==> src/common/split_timer_pkg.sv <==
`default_nettype none

package split_timer_pkg;

  // ************************************************************
  // Register addresses on the special-function-register bus
  // ************************************************************
  localparam logic [7:0] ADDR_TICK_CONTROL = 8'hc8;
  localparam logic [7:0] ADDR_RELOAD_LOW = 8'hca;
  localparam logic [7:0] ADDR_RELOAD_HIGH = 8'hcb;
  localparam logic [7:0] ADDR_COUNT_LOW = 8'hcc;
  localparam logic [7:0] ADDR_COUNT_HIGH = 8'hcd;

  // ************************************************************
  // Control register field positions and reset values
  // ************************************************************
  localparam int BIT_HIGH_WRAP = 7;
  localparam int BIT_LOW_WRAP = 6;
  localparam int BIT_LOW_IRQ_EN = 5;
  localparam int BIT_SPLIT = 3;
  localparam int BIT_RUN = 2;
  localparam int BIT_ALT_CLK = 0;
  localparam logic [7:0] BYTE_RESET = 8'h00;
  localparam logic [7:0] BYTE_ALL_ONES = 8'hff;

  // ************************************************************
  // Prescaler constants
  // ************************************************************
  localparam int SYS_DIV = 12;
  localparam int EXT_DIV = 8;
  localparam logic [3:0] PRE_LAST = 4'(SYS_DIV - 1);
  localparam logic [3:0] PRE_RESET = 4'h0;
  localparam logic [2:0] EXT_LAST = 3'(EXT_DIV - 1);
  localparam logic [2:0] EXT_RESET = 3'h0;

  // ************************************************************
  // Carriers
  // ************************************************************
  typedef struct packed {
    logic wr;
    logic rd;
    logic [7:0] addr;
    logic [7:0] wdata;
  } sfr_req_s;

  typedef struct packed {
    logic high_wrap_flag;
    logic low_wrap_flag;
    logic low_wrap_irq_enable;
    logic split_select;
    logic run_control;
    logic alt_clock_select;
  } ctrl_s;

  typedef struct packed {
    logic ext_meta;
    logic ext_sync;
    logic ext_prev;
    logic [2:0] ext_div;
    logic [3:0] pre12;
    ctrl_s ctrl;
    logic [7:0] count_low_byte;
    logic [7:0] count_high_byte;
    logic [7:0] reload_low_byte;
    logic [7:0] reload_high_byte;
    logic [7:0] rdata;
    logic irq;
  } state_s;

endpackage

`default_nettype wire

==> src/hw/split_autoreload_timer.sv <==
`timescale 1ns/1ps
`default_nettype none

module split_autoreload_timer (
  // Clock and reset
  input wire logic I_CLK,
  input wire logic I_RST_N,
  // Register bus
  input wire split_timer_pkg::sfr_req_s I_SFR,
  output logic [7:0] O_RDATA,
  // Processor-side enables and clock selects
  input wire logic I_TIMER_IRQ_ENABLE,
  input wire logic I_HIGH_BYTE_SYSTEM_CLOCK_SELECT,
  input wire logic I_LOW_BYTE_SYSTEM_CLOCK_SELECT,
  // External oscillator pin
  input wire logic I_EXT_OSC,
  // Interrupt request
  output logic O_IRQ
);

  // ************************************************************
  // State and decode
  // ************************************************************
  split_timer_pkg::state_s s_q;
  split_timer_pkg::state_s s_d;
  logic tick12;
  logic tick_ext;
  logic tick_alt;
  logic lo_tick;
  logic hi_tick;
  logic lo_wrap;
  logic hi_wrap;
  logic wr_ctrl;
  logic wr_lo;
  logic wr_hi;
  logic [7:0] ctrl_rd;

  // Prescaler ticks; the ext tick needs a rising edge at the second stage (ext_sync vs ext_prev) and ext_div at EXT_LAST
  assign tick12 = (s_q.pre12 == split_timer_pkg::PRE_LAST);
  assign tick_ext = s_q.ext_sync && !s_q.ext_prev
    && (s_q.ext_div == split_timer_pkg::EXT_LAST);
  assign tick_alt = s_q.ctrl.alt_clock_select ? tick_ext : tick12;

  // Low byte runs free in split mode, only with run bit otherwise
  assign lo_tick = (I_LOW_BYTE_SYSTEM_CLOCK_SELECT || tick_alt)
    && (s_q.ctrl.split_select || s_q.ctrl.run_control);
  assign hi_tick = s_q.ctrl.split_select ? (s_q.ctrl.run_control
    && (I_HIGH_BYTE_SYSTEM_CLOCK_SELECT || tick_alt))
    : (lo_tick && s_q.count_low_byte == split_timer_pkg::BYTE_ALL_ONES);
  assign lo_wrap = lo_tick
    && (s_q.count_low_byte == split_timer_pkg::BYTE_ALL_ONES);
  assign hi_wrap = hi_tick
    && (s_q.count_high_byte == split_timer_pkg::BYTE_ALL_ONES);

  assign wr_ctrl = I_SFR.wr && I_SFR.addr == split_timer_pkg::ADDR_TICK_CONTROL;
  assign wr_lo = I_SFR.wr && I_SFR.addr == split_timer_pkg::ADDR_COUNT_LOW;
  assign wr_hi = I_SFR.wr && I_SFR.addr == split_timer_pkg::ADDR_COUNT_HIGH;

  // Control readback; unused positions stay zero
  always_comb
  begin
    ctrl_rd = split_timer_pkg::BYTE_RESET;
    ctrl_rd[split_timer_pkg::BIT_HIGH_WRAP] = s_q.ctrl.high_wrap_flag;
    ctrl_rd[split_timer_pkg::BIT_LOW_WRAP] = s_q.ctrl.low_wrap_flag;
    ctrl_rd[split_timer_pkg::BIT_LOW_IRQ_EN] = s_q.ctrl.low_wrap_irq_enable;
    ctrl_rd[split_timer_pkg::BIT_SPLIT] = s_q.ctrl.split_select;
    ctrl_rd[split_timer_pkg::BIT_RUN] = s_q.ctrl.run_control;
    ctrl_rd[split_timer_pkg::BIT_ALT_CLK] = s_q.ctrl.alt_clock_select;
  end

  // ************************************************************
  // Next-state logic
  // ************************************************************
  always_comb
  begin
    s_d = s_q;
    // Two-stage synchroniser, then edge count for divide by 8
    // Pin must toggle slower than I_CLK or rising edges are lost
    s_d.ext_meta = I_EXT_OSC;
    s_d.ext_sync = s_q.ext_meta;
    s_d.ext_prev = s_q.ext_sync;
    if (s_q.ext_sync && !s_q.ext_prev)
    begin
      s_d.ext_div = s_q.ext_div + 3'h1;
    end
    // Free-running divide by 12
    s_d.pre12 = tick12 ? split_timer_pkg::PRE_RESET : s_q.pre12 + 4'h1;

    // Counters: in 16-bit mode the reload happens only on full wrap
    if (lo_tick)
    begin
      if (lo_wrap && (s_q.ctrl.split_select || hi_wrap))
      begin
        s_d.count_low_byte = s_q.reload_low_byte;
      end
      else
      begin
        s_d.count_low_byte = s_q.count_low_byte + 8'h01;
      end
    end
    if (hi_tick)
    begin
      s_d.count_high_byte = hi_wrap ? s_q.reload_high_byte
        : s_q.count_high_byte + 8'h01;
    end

    // Software writes; flags may only be written, never self-cleared
    if (wr_ctrl)
    begin
      s_d.ctrl.high_wrap_flag = I_SFR.wdata[split_timer_pkg::BIT_HIGH_WRAP];
      s_d.ctrl.low_wrap_flag = I_SFR.wdata[split_timer_pkg::BIT_LOW_WRAP];
      s_d.ctrl.low_wrap_irq_enable =
        I_SFR.wdata[split_timer_pkg::BIT_LOW_IRQ_EN];
      s_d.ctrl.split_select = I_SFR.wdata[split_timer_pkg::BIT_SPLIT];
      s_d.ctrl.run_control = I_SFR.wdata[split_timer_pkg::BIT_RUN];
      s_d.ctrl.alt_clock_select = I_SFR.wdata[split_timer_pkg::BIT_ALT_CLK];
    end
    if (I_SFR.wr && I_SFR.addr == split_timer_pkg::ADDR_RELOAD_LOW)
    begin
      s_d.reload_low_byte = I_SFR.wdata;
    end
    if (I_SFR.wr && I_SFR.addr == split_timer_pkg::ADDR_RELOAD_HIGH)
    begin
      s_d.reload_high_byte = I_SFR.wdata;
    end
    // Software write to a count wins over a same-cycle tick
    if (wr_lo)
    begin
      s_d.count_low_byte = I_SFR.wdata;
    end
    if (wr_hi)
    begin
      s_d.count_high_byte = I_SFR.wdata;
    end

    // Hardware set applied last so it beats a same-cycle clear
    if (hi_wrap)
    begin
      s_d.ctrl.high_wrap_flag = 1'b1;
    end
    if (lo_wrap)
    begin
      s_d.ctrl.low_wrap_flag = 1'b1;
    end

    // Read data registered, unmapped addresses read zero
    if (I_SFR.rd)
    begin
      case (I_SFR.addr)
        split_timer_pkg::ADDR_TICK_CONTROL: s_d.rdata = ctrl_rd;
        split_timer_pkg::ADDR_RELOAD_LOW: s_d.rdata = s_q.reload_low_byte;
        split_timer_pkg::ADDR_RELOAD_HIGH: s_d.rdata = s_q.reload_high_byte;
        split_timer_pkg::ADDR_COUNT_LOW: s_d.rdata = s_q.count_low_byte;
        split_timer_pkg::ADDR_COUNT_HIGH: s_d.rdata = s_q.count_high_byte;
        default: s_d.rdata = split_timer_pkg::BYTE_RESET;
      endcase
    end

    // Level request, one cycle behind the flags it follows
    s_d.irq = I_TIMER_IRQ_ENABLE && (s_q.ctrl.high_wrap_flag
      || (s_q.ctrl.low_wrap_irq_enable && s_q.ctrl.low_wrap_flag));
  end

  // ************************************************************
  // State register
  // ************************************************************
  always_ff @(posedge I_CLK)
  begin
    if (!I_RST_N)
    begin
      s_q <= '0;
    end
    else
    begin
      s_q <= s_d;
    end
  end

  assign O_RDATA = s_q.rdata;
  assign O_IRQ = s_q.irq;
endmodule // split_autoreload_timer

`default_nettype wire

==> config.mk <==
export PLATFORM = sky130hd
export DESIGN_NAME = split_autoreload_timer
export DESIGN_NICKNAME = d
export VERILOG_FILES = /design/src/common/split_timer_pkg.sv /design/src/hw/split_autoreload_timer.sv
export SDC_FILE = /design/constraint.sdc
export NUM_CORES = 1
export LEC_CHECK = 0
export BUFFER_PORTS_ARGS = -buffer_cell sky130_fd_sc_hd__buf_4
export CAP_MARGIN = 15
export CORE_UTILIZATION = 63
export CTS_CLUSTER_DIAMETER = 120
export DETAILED_ROUTE_END_ITERATION = 6
export HOLD_SLACK_MARGIN = 0.06
export PLACE_DENSITY = 0.85
export SYNTH_ARGS = -nofsm -noshare
export SYNTH_HDL_FRONTEND = slang
export SYNTH_SLANG_ARGS = --single-unit
==> constraint.sdc <==
create_clock -name I_CLK -period 5.3 [get_ports I_CLK]
set_input_delay 1.59 -clock I_CLK [delete_from_list [all_inputs] [get_ports I_CLK]]
set_output_delay 1.59 -clock I_CLK [all_outputs]
set_load 0.01 [all_outputs]
**After elaboration in Yosys (flattened, before gate mapping)**

Index checks and enable logic that the tools add are counted.

- Bits in registers: 57
- Bits in latches: 0
- Memory bits (writable): 0
- Bits in read-only memories: 0
- Word-level logic and storage cells: 68
- Memories kept: 0

- Add/sub/neg operators: 4
- Multiply operators: 0
- Div/mod/pow operators: 0
- Order comparisons: 0
- Equality and inequality tests: 9
- Shift operators: 0
- Muxes and demuxes: 12
- Bitwise gates (word level): 1
- Reduce and logical (&&, ||, !) cells: 25

Operators by type and width:

| operator | count |
|---|---|
| 8-bit == test (second input constant) | 7 |
| 8-bit 2-to-1 mux | 6 |
| 8-bit one-hot mux with 5 select lines | 1 |
| 8-bit by 1-bit adder with 8-bit output (second input constant) | 2 |
| 1-bit logical AND | 14 |
| 2-bit nonzero test | 4 |
| 6-bit 2-to-1 mux | 1 |
| 1-bit logical OR | 5 |
| 4-bit by 1-bit adder with 4-bit output (second input constant) | 1 |
| 4-bit == test (second input constant) | 1 |
| 1-bit 2-to-1 mux | 4 |
| 3-bit by 1-bit adder with 3-bit output (second input constant) | 1 |
| 3-bit == test (second input constant) | 1 |
| 2-bit OR reduction | 1 |
| 1-bit logical NOT | 1 |
| 1-bit inverter | 1 |

**Longest topological paths before layout**

Gate-level depths: netlist of the first run.

- Depth in word-level cells: 14
- Gate-level depth with buffers: 8

**Worst setup path after synthesis of the first run**

Ideal clock, no wire load.

- Kind: in2reg
- Start: in I_SFR[13] (netlist name)
- End: reg s_q[35] (netlist name)
- Data arrival time: 2.657 ns
- Required time: 5.173 ns
- Path slack: 2.516 ns
- Stages: 6
- Buffers on the path: 1
- Cell sequence: nor4bb_1 -> buf_2 -> nand3b_4 -> nand3_2 -> nor2_1 -> or3_1

- Word-level cells in the longest chain between the ends: 3
- Elaborated cells between the ends (all ways): 4
- Classes of those cells: 1 x eq/ne; 1 x mux; 2 x reduce/logical

Ends and longest elaborated chain:

| what | line | text |
|---|---|---|
| start, declared | split_autoreload_timer.sv:9 | `input wire split_timer_pkg::sfr_req_s I_SFR,` |
| 8-bit == test (*) | split_autoreload_timer.sv:56 | `assign wr_lo = I_SFR.wr && I_SFR.addr == split_timer_pkg::ADDR_COUNT_LOW;` |
| 1-bit logical AND (*) | split_autoreload_timer.sv:56 |  |
| 8-bit 2-to-1 mux or 2-bit nonzero test (tied branches) | -- |  |
| end signal, assigned | split_autoreload_timer.sv:171 | `s_q <= '0;` |
| end signal, assigned | split_autoreload_timer.sv:175 | `s_q <= s_d;` |
| end, declared | split_autoreload_timer.sv:24 | `split_timer_pkg::state_s s_q;` |

Mark *: on every way between the ends. The rest lies on a longest branch, timed or not.
A chain may end at the register's enable or synchronous reset.

**Worst setup path in the final report of the first run**

- Start: in I_SFR[12] (netlist name)
- End: reg s_q, in the netlist ctrl_rd[6]

- Word-level cells in the longest chain between the ends: 3

Ends and longest elaborated chain:

| what | line | text |
|---|---|---|
| 8-bit == test | split_autoreload_timer.sv:55 | `assign wr_ctrl = I_SFR.wr && I_SFR.addr == split_timer_pkg::ADDR_TICK_CONTROL;` |
| 1-bit logical AND | split_autoreload_timer.sv:55 |  |
| 2-bit nonzero test (no source line) | -- |  |

Every way passes these cells.

==> key figures, run 1 <==
Cells and area
  • # fillers: 380
  • Fin util: 74.69%
  • Most frequent cells in the layout: 57 x dfxtp_1, 36 x a21oi_1, 34 x buf_4
  • Final Net Count: 408
  • Ratio of cells with drive above 1 in the final layout: 18.49%
  • Area Growth Syn to Fin: 12.35%
  • ANT cells: 0
  • Multi-input logic area: 1851 sq um
  • FF+latch area: 1141 sq um
  • Commonest non-fill, non-tap cell in the layout: dfxtp_1

Detailed routing
  • First DRT Iteration DRCs: 351
  • Vias per inst: 6.452
  • ANT nets after route: 0
  • DR pass1 iterations: 6
  • Final wirelength: 8413 microns
  • Via count: 2910
  • Wirelength per Cell: 18.65 microns
  • DRC: 0

STA
  • Final Max Tran Viols: 0
  • Final worst-path cycle share: 61.55%
  • Worst rel slew slack: 56.87%
  • Final setup fails: 0
  • Hold Slack: 451.4 ps
  • Hold Violations, Final: 0
  • RSZ-0062 raised after global routing: false
  • Worst slew pin tran: 646.0 ps
  • Clock skew: 11.70 ps
  • Fmax: 306.5 MHz
  • Final setup TNS: 0 ps
  • Min cycle time layout: 3262 ps

Worst setup path
  • Crit path max-delay family: simple AND/OR/NAND/NOR gates
  • Crit-path cells: buf_4 -> nand4bb_1 -> nor4_4 -> nand2_1 -> mux2i_1 -> a21oi_1
  • CP arrival: 3470 ps
  • Critical setup path kind: input port to flip-flop
  • Crit path buf inv count: 1
  • Worst stage delay on the critical path: 680 ps
  • Reg-to-reg endpoint: s_q[25]$_SDFFE_PN0P_
  • Crit-path max FO: 12
  • Worst reg2reg setup slack: 3160 ps
  • R2r worst-path depth: 7
  • Crit path launch type: input port
  • Critical-path top delay cell: nor4_4
  • CP required: 5510 ps
  • FF-to-FF Start: s_q[51]$_SDFFE_PN0P_
  • CP Capture Type: flip-flop

Clocking
  • CTS buffer count: 9
  • CTS tree: yes
  • Clock-pin slew on the worst setup and hold paths: 70 ps
  • Htree depth: 3
  • Worst-Skew Late Latency: 350 ps
  • Max Root-Sink Buffers: 2
  • Post-CTS Setup Repair Bufs: 0
  • Clock root cell: clkbuf_8
  • Resize count post-CTS: 0
  • Hold-fix buffers, CTS: 0
  • Clk sink count: 57

Yosys
  • Register area share after synthesis: 35.86%
  • Netlist Area Pre-Place: 3182 sq um
  • Synth warn: 0
  • Post-Syn Instances: 362
  • Leading post-synthesis cells by cell area: dfxtp_1 36%, mux2i_1 7.2%, a21oi_1 5.7%, nand3_1 3.9%, nand2_1 3.8%
  • Post-synthesis cell type count: 66
  • Post-synth EDFFs: 0
  • #FFs+latches synth: 57
  • Synth Flop Type: dfxtp_1
  • Synth area leader: dfxtp_1
  • Ys async rst share: 0%
  • Syn Nets: 391
  • Top-area cell type share of the netlist area: 35.86%
  • Mean Syn Cell Area: 8.790 sq um

Power
  • Power per Cell Area: 267.8 nW/um^2
  • P_leak: 0.001415 uW
  • Pwr Total: 957.2 uW
  • Maximum VDD drop: 0.2535 mV

Global routing
  • Vias in the first global route: 2617
  • Gr usage total: 32.93%
  • Pin count of the biggest net entering global routing: 37
  • Antenna violations before repair: 0
  • Wire length of the first global-routing pass: 13050 microns
  • Total gr overflow: 0

Hold path
  • Min-delay src: s_q[47]$_SDFF_PP0_
  • Worst hold endpoint: s_q[47]$_SDFF_PP0_
  • Hold depth: 1
  • Hold WC Path Type: flip-flop to flip-flop

Floorplan
  • Die Wd: 73.07 microns
  • Die Ht: 73.07 microns
  • Row count: 25
  • DIE AREA: 5338 sq um
  • Num ports: 33
  • Initial Util: 66.48%
  • Total core area: 4786 sq um

Placed design
  • Routability congestion estimate: 0.9274
  • Port bufs: 32
  • Detailed placement HPWL: 5657 microns

Status
  • Status: completed

Flow run
  • Max-cap check violation count: 0
[cell usage after synthesis, types with 7 or more instances]
| cell | n |
|---|---|
| nor2_1 | 24 |
| a22oi_1 | 7 |
| mux2i_1 | 23 |
| buf_2 | 8 |
| nand2_1 | 32 |
| dfxtp_1 | 57 |
| buf_4 | 11 |
| nand3_1 | 25 |
| and3_1 | 7 |
| o21ai_0 | 9 |
| xnor2_1 | 8 |
| clkbuf_1 | 7 |
| a21oi_1 | 36 |
[worst max path at each step]
stage,depth (start not counted),startpoint,slack [ps],endpoint
2_1_floorplan,6,I_SFR[13],2520,s_q[35]$_SDFFE_PN0P_
3_3_place_gp,6,I_SFR[12],1810,ctrl_rd[6]$_SDFFE_PN0P_
3_5_place_dp,6,I_SFR[12],1680,ctrl_rd[6]$_SDFFE_PN0P_
4_1_cts,6,I_SFR[12],2070,ctrl_rd[6]$_SDFFE_PN0P_
5_1_grt,6,I_SFR[12],1920,ctrl_rd[7]$_SDFFE_PN0P_
6_report,6,I_SFR[12],2040,ctrl_rd[6]$_SDFFE_PN0P_
[flip-flops by register name (all words and copies together), names as in the netlist]
| signal | cells |
|---|---|
| s_q | 40 |
| O_RDATA | 8 |
| ctrl_rd | 6 |
| s_d | 2 |
| O_IRQ | 1 |
[cell type report]
type                            instances  area share [%]
Multi-Input combinational cell        270           51.77
Timing Repair Buffer                   34           7.140
Tap cell                               67           2.345
Clock inverter                          7           2.625
Clock buffer                            9           3.465
Inverter                                7          0.7350
Sequential cell                        57           31.92
[worst register-to-register path: cells and delay by family, from the launching register on]
| kind | cells | cell delay (ps) |
|---|---|---|
| AO/OA/AOI/OAI | 2 | 720 |
| adder cells (fa/ha/maj) | 2 | 290 |
| AND/OR/NAND/NOR | 3 | 670 |
| flip-flops | 1 | 350 |
[logic make-up after synthesis]
family | share of synthesized area (%)
xor gates and xnor gates | 2.753
muxes | 8.297
AOI/OAI and AO/OA | 20.29
and+or+nand+nor | 24.85
buffers and inverters | 5.977
adders and majority gates | 1.966
DFF | 35.86
[per-stage QoR]
stage	worst slack, ps	instances	cell area (sq um)
2_1_floorplan	2516	362	3182
3_3_place_gp	1807	435	3357
3_5_place_dp	1679	435	3357
4_1_cts	2071	451	3575
5_1_grt	1921	451	3575
6_report	2038	451	3575
[where the power goes]
| part | switching, uW | internal, uW | leakage (uW) |
|---|---|---|---|
| clock network | 191 | 264 | 0.000106 |
| registers | 4.03 | 434 | 0.000461 |
| logic | 37.3 | 25.8 | 0.000848 |
| total | 233 | 724 | 0.00141 |
[routing by layer]
| layer | routed length [microns] | track usage [%] | vias to the layer above |
|---|---|---|---|
| met3 | 853 | 8.840 | 25 |
| met4 | 223 | 13.73 | 0 |
| met2 | 3677 | 49.90 | 176 |
| met5 | 0 | 0 | - |
| met1 | 3658 | 44.15 | 1342 |
| li1 | - | - | 1367 |
Power figures use the tool's default switching activity.
==> run 2, diff against run 1 <==
CORE_UTILIZATION = 53   (was 63)
PLACE_DENSITY = 0.76   (was 0.85)
clock period = 2.8 ns   (was 5.3 ns; I/O delays follow)
==> run 2 against run 1 <==
Sequential power increased by 89%. Setup slack lost 1300 ps. Final area up 2.5%. Critical path depth increased by 1. Critical endpoint is now s_q[25]$_SDFFE_PN0P_. Highest routed layer unchanged.
==> key figures, run 2 (synthesis results as in run 1) <==
Worst setup path
  • Worst stage delay on the critical path: 370 ps
  • CP Capture Type: flip-flop
  • Critical-path top delay cell: and2_2
  • Critical setup path kind: flip-flop to flip-flop
  • CP required: 3050 ps
  • R2r worst-path depth: 7
  • Crit-path cells: ha_1 -> ha_1 -> nand4b_1 -> a31oi_1 -> and2_2 -> nor2_1 -> o41ai_2
  • Crit path launch type: flip-flop
  • Reg-to-reg endpoint: s_q[25]$_SDFFE_PN0P_
  • Cell mode on critical path: ha_1
  • CP arrival: 2360 ps
  • Crit-path max FO: 14
  • Crit path buf inv count: 0
  • FF-to-FF Start: s_q[51]$_SDFFE_PN0P_
  • Worst reg2reg setup slack: 690 ps
  • Crit path from: s_q[51]$_SDFFE_PN0P_
  • Crit path max-delay family: simple AND/OR/NAND/NOR gates

Global routing
  • Pin count of the biggest net entering global routing: 19
  • Antenna violations before repair: 0
  • Wire length of the first global-routing pass: 13870 microns
  • Gr usage total: 29.28%
  • Total gr overflow: 0
  • Vias in the first global route: 2760

Detailed routing
  • Vias per inst: 6.280
  • ANT nets after route: 0
  • DRC: 0
  • Wirelength per Cell: 18.54 microns
  • Via count: 2895
  • First DRT Iteration DRCs: 372
  • Final wirelength: 8546 microns
  • DR pass1 iterations: 6

STA
  • Final Max Tran Viols: 0
  • Hold Violations, Final: 0
  • RSZ-0062 raised after global routing: false
  • Fmax: 474.2 MHz
  • Final setup TNS: 0 ps
  • Final worst-path cycle share: 75.32%
  • Worst slew pin tran: 494.7 ps
  • Worst rel slew slack: 66.76%
  • Clock skew: 7.460 ps
  • Min cycle time layout: 2109 ps
  • Final setup fails: 0

Placed design
  • Routability congestion estimate: 0.9200
  • Port bufs: 32
  • Detailed placement HPWL: 6147 microns
  • Placed instance area: 3401 sq um

Power
  • Pwr Total: 1959 uW
  • Power per Cell Area: 534.7 nW/um^2
  • Maximum VDD drop: 0.3865 mV
  • P_leak: 0.001463 uW

Hold path
  • Min-delay src: s_d[55]$_SDFF_PN0_
  • Hold WC Path Type: flip-flop to flip-flop
  • Hold depth: 1
  • Worst hold endpoint: s_d[54]$_SDFF_PN0_

Clocking
  • Htree depth: 3
  • CTS tree: yes
  • Clock root cell: clkbuf_8
  • Hold-fix buffers, CTS: 0
  • Post-CTS Setup Repair Bufs: 0
  • Resize count post-CTS: 0
  • Max Root-Sink Buffers: 2
  • Worst-Skew Late Latency: 350 ps
  • CTS buffer count: 9
  • Clk sink count: 57
  • Clock-pin slew on the worst setup and hold paths: 70 ps

Floorplan
  • Initial Util: 56.40%
  • Row count: 27
  • Die Wd: 79.48 microns
  • Die Ht: 79.48 microns
  • Num ports: 33
  • Total core area: 5642 sq um
  • DIE AREA: 6317 sq um

Flow run
  • Max-cap check violation count: 0

Cells and area
  • Largest Register: s_q
  • Commonest non-fill, non-tap cell in the layout: dfxtp_1
  • ANT cells: 0
  • Area Growth Syn to Fin: 15.14%
  • Fin area: 3664 sq um
  • Most frequent cells in the layout: 57 x dfxtp_1, 39 x buf_4, 36 x a21oi_1
  • Ratio of cells with drive above 1 in the final layout: 19.54%
  • Max FFs per register: 40
  • Final Net Count: 413

Status
  • Status: completed
[run 2: area by class of cell]
type	count	area, sq um
multi-input cells	270	1851
flip-flops and latches	57	1141
fillers	490	1978
clock buffers	12	165.2
inverters	7	26.28
repair buffers	39	292.8
well taps	72	90.09
clock inverters	4	97.59
[run 2: through the flow]
stage | cells | util (%) | setup slack, ps | hold WS, ps
5_1_grt | 461 | 64.94 | 515.7 | 460.8
4_1_cts | 461 | 64.94 | 665.3 | 446.9
6_report | 461 | 64.94 | 691.0 | 442.4
3_3_place_gp | 445 | 60.28 | 467.8 | 425.5
2_1_floorplan | 362 | - | 766.4 | 411.9
3_5_place_dp | 445 | 60.28 | 439.4 | 429.4
[run 2: power by group]
part / total (uW) / switching, uW / internal (uW) / leakage (uW)
combinational: 123 / 71.7 / 51.3 / 0.000872
clock: 1010 / 342 / 664 / 0.000129
sequential: 830 / 7.49 / 822 / 0.000461
[run 2: metal layers]
metal / wire length [microns] / track usage [%] / vias up / part of all wire [%]
li1: - / - / 1382 / -
met1: 3573 / 37.58 / 1364 / 42
met2: 4041 / 47.86 / 122 / 47
met3: 707 / 6.629 / 27 / 8.3
met4: 223 / 10.18 / 0 / 2.6
met5: 0 / 0 / - / 0
[run 2: worst reg2reg max path: stages (launching register included)]
cell and delay (ps):
dfxtp_1 350, ha_1 160, ha_1 140, nand4b_1 260, a31oi_1 340, and2_2 370, nor2_1 90, o41ai_2 300
[run 2: worst max path at each step]
stage	endpoint	slack, ps	cells past startpoint
global route	s_q[25]$_SDFFE_PN0P_	520	7
detailed placement	s_q[31]$_SDFFE_PN0P_	440	6
CTS	s_q[25]$_SDFFE_PN0P_	670	7
finish	s_q[25]$_SDFFE_PN0P_	690	7
global placement	s_q[31]$_SDFFE_PN0P_	470	6
floorplan	s_q[35]$_SDFFE_PN0P_	770	6
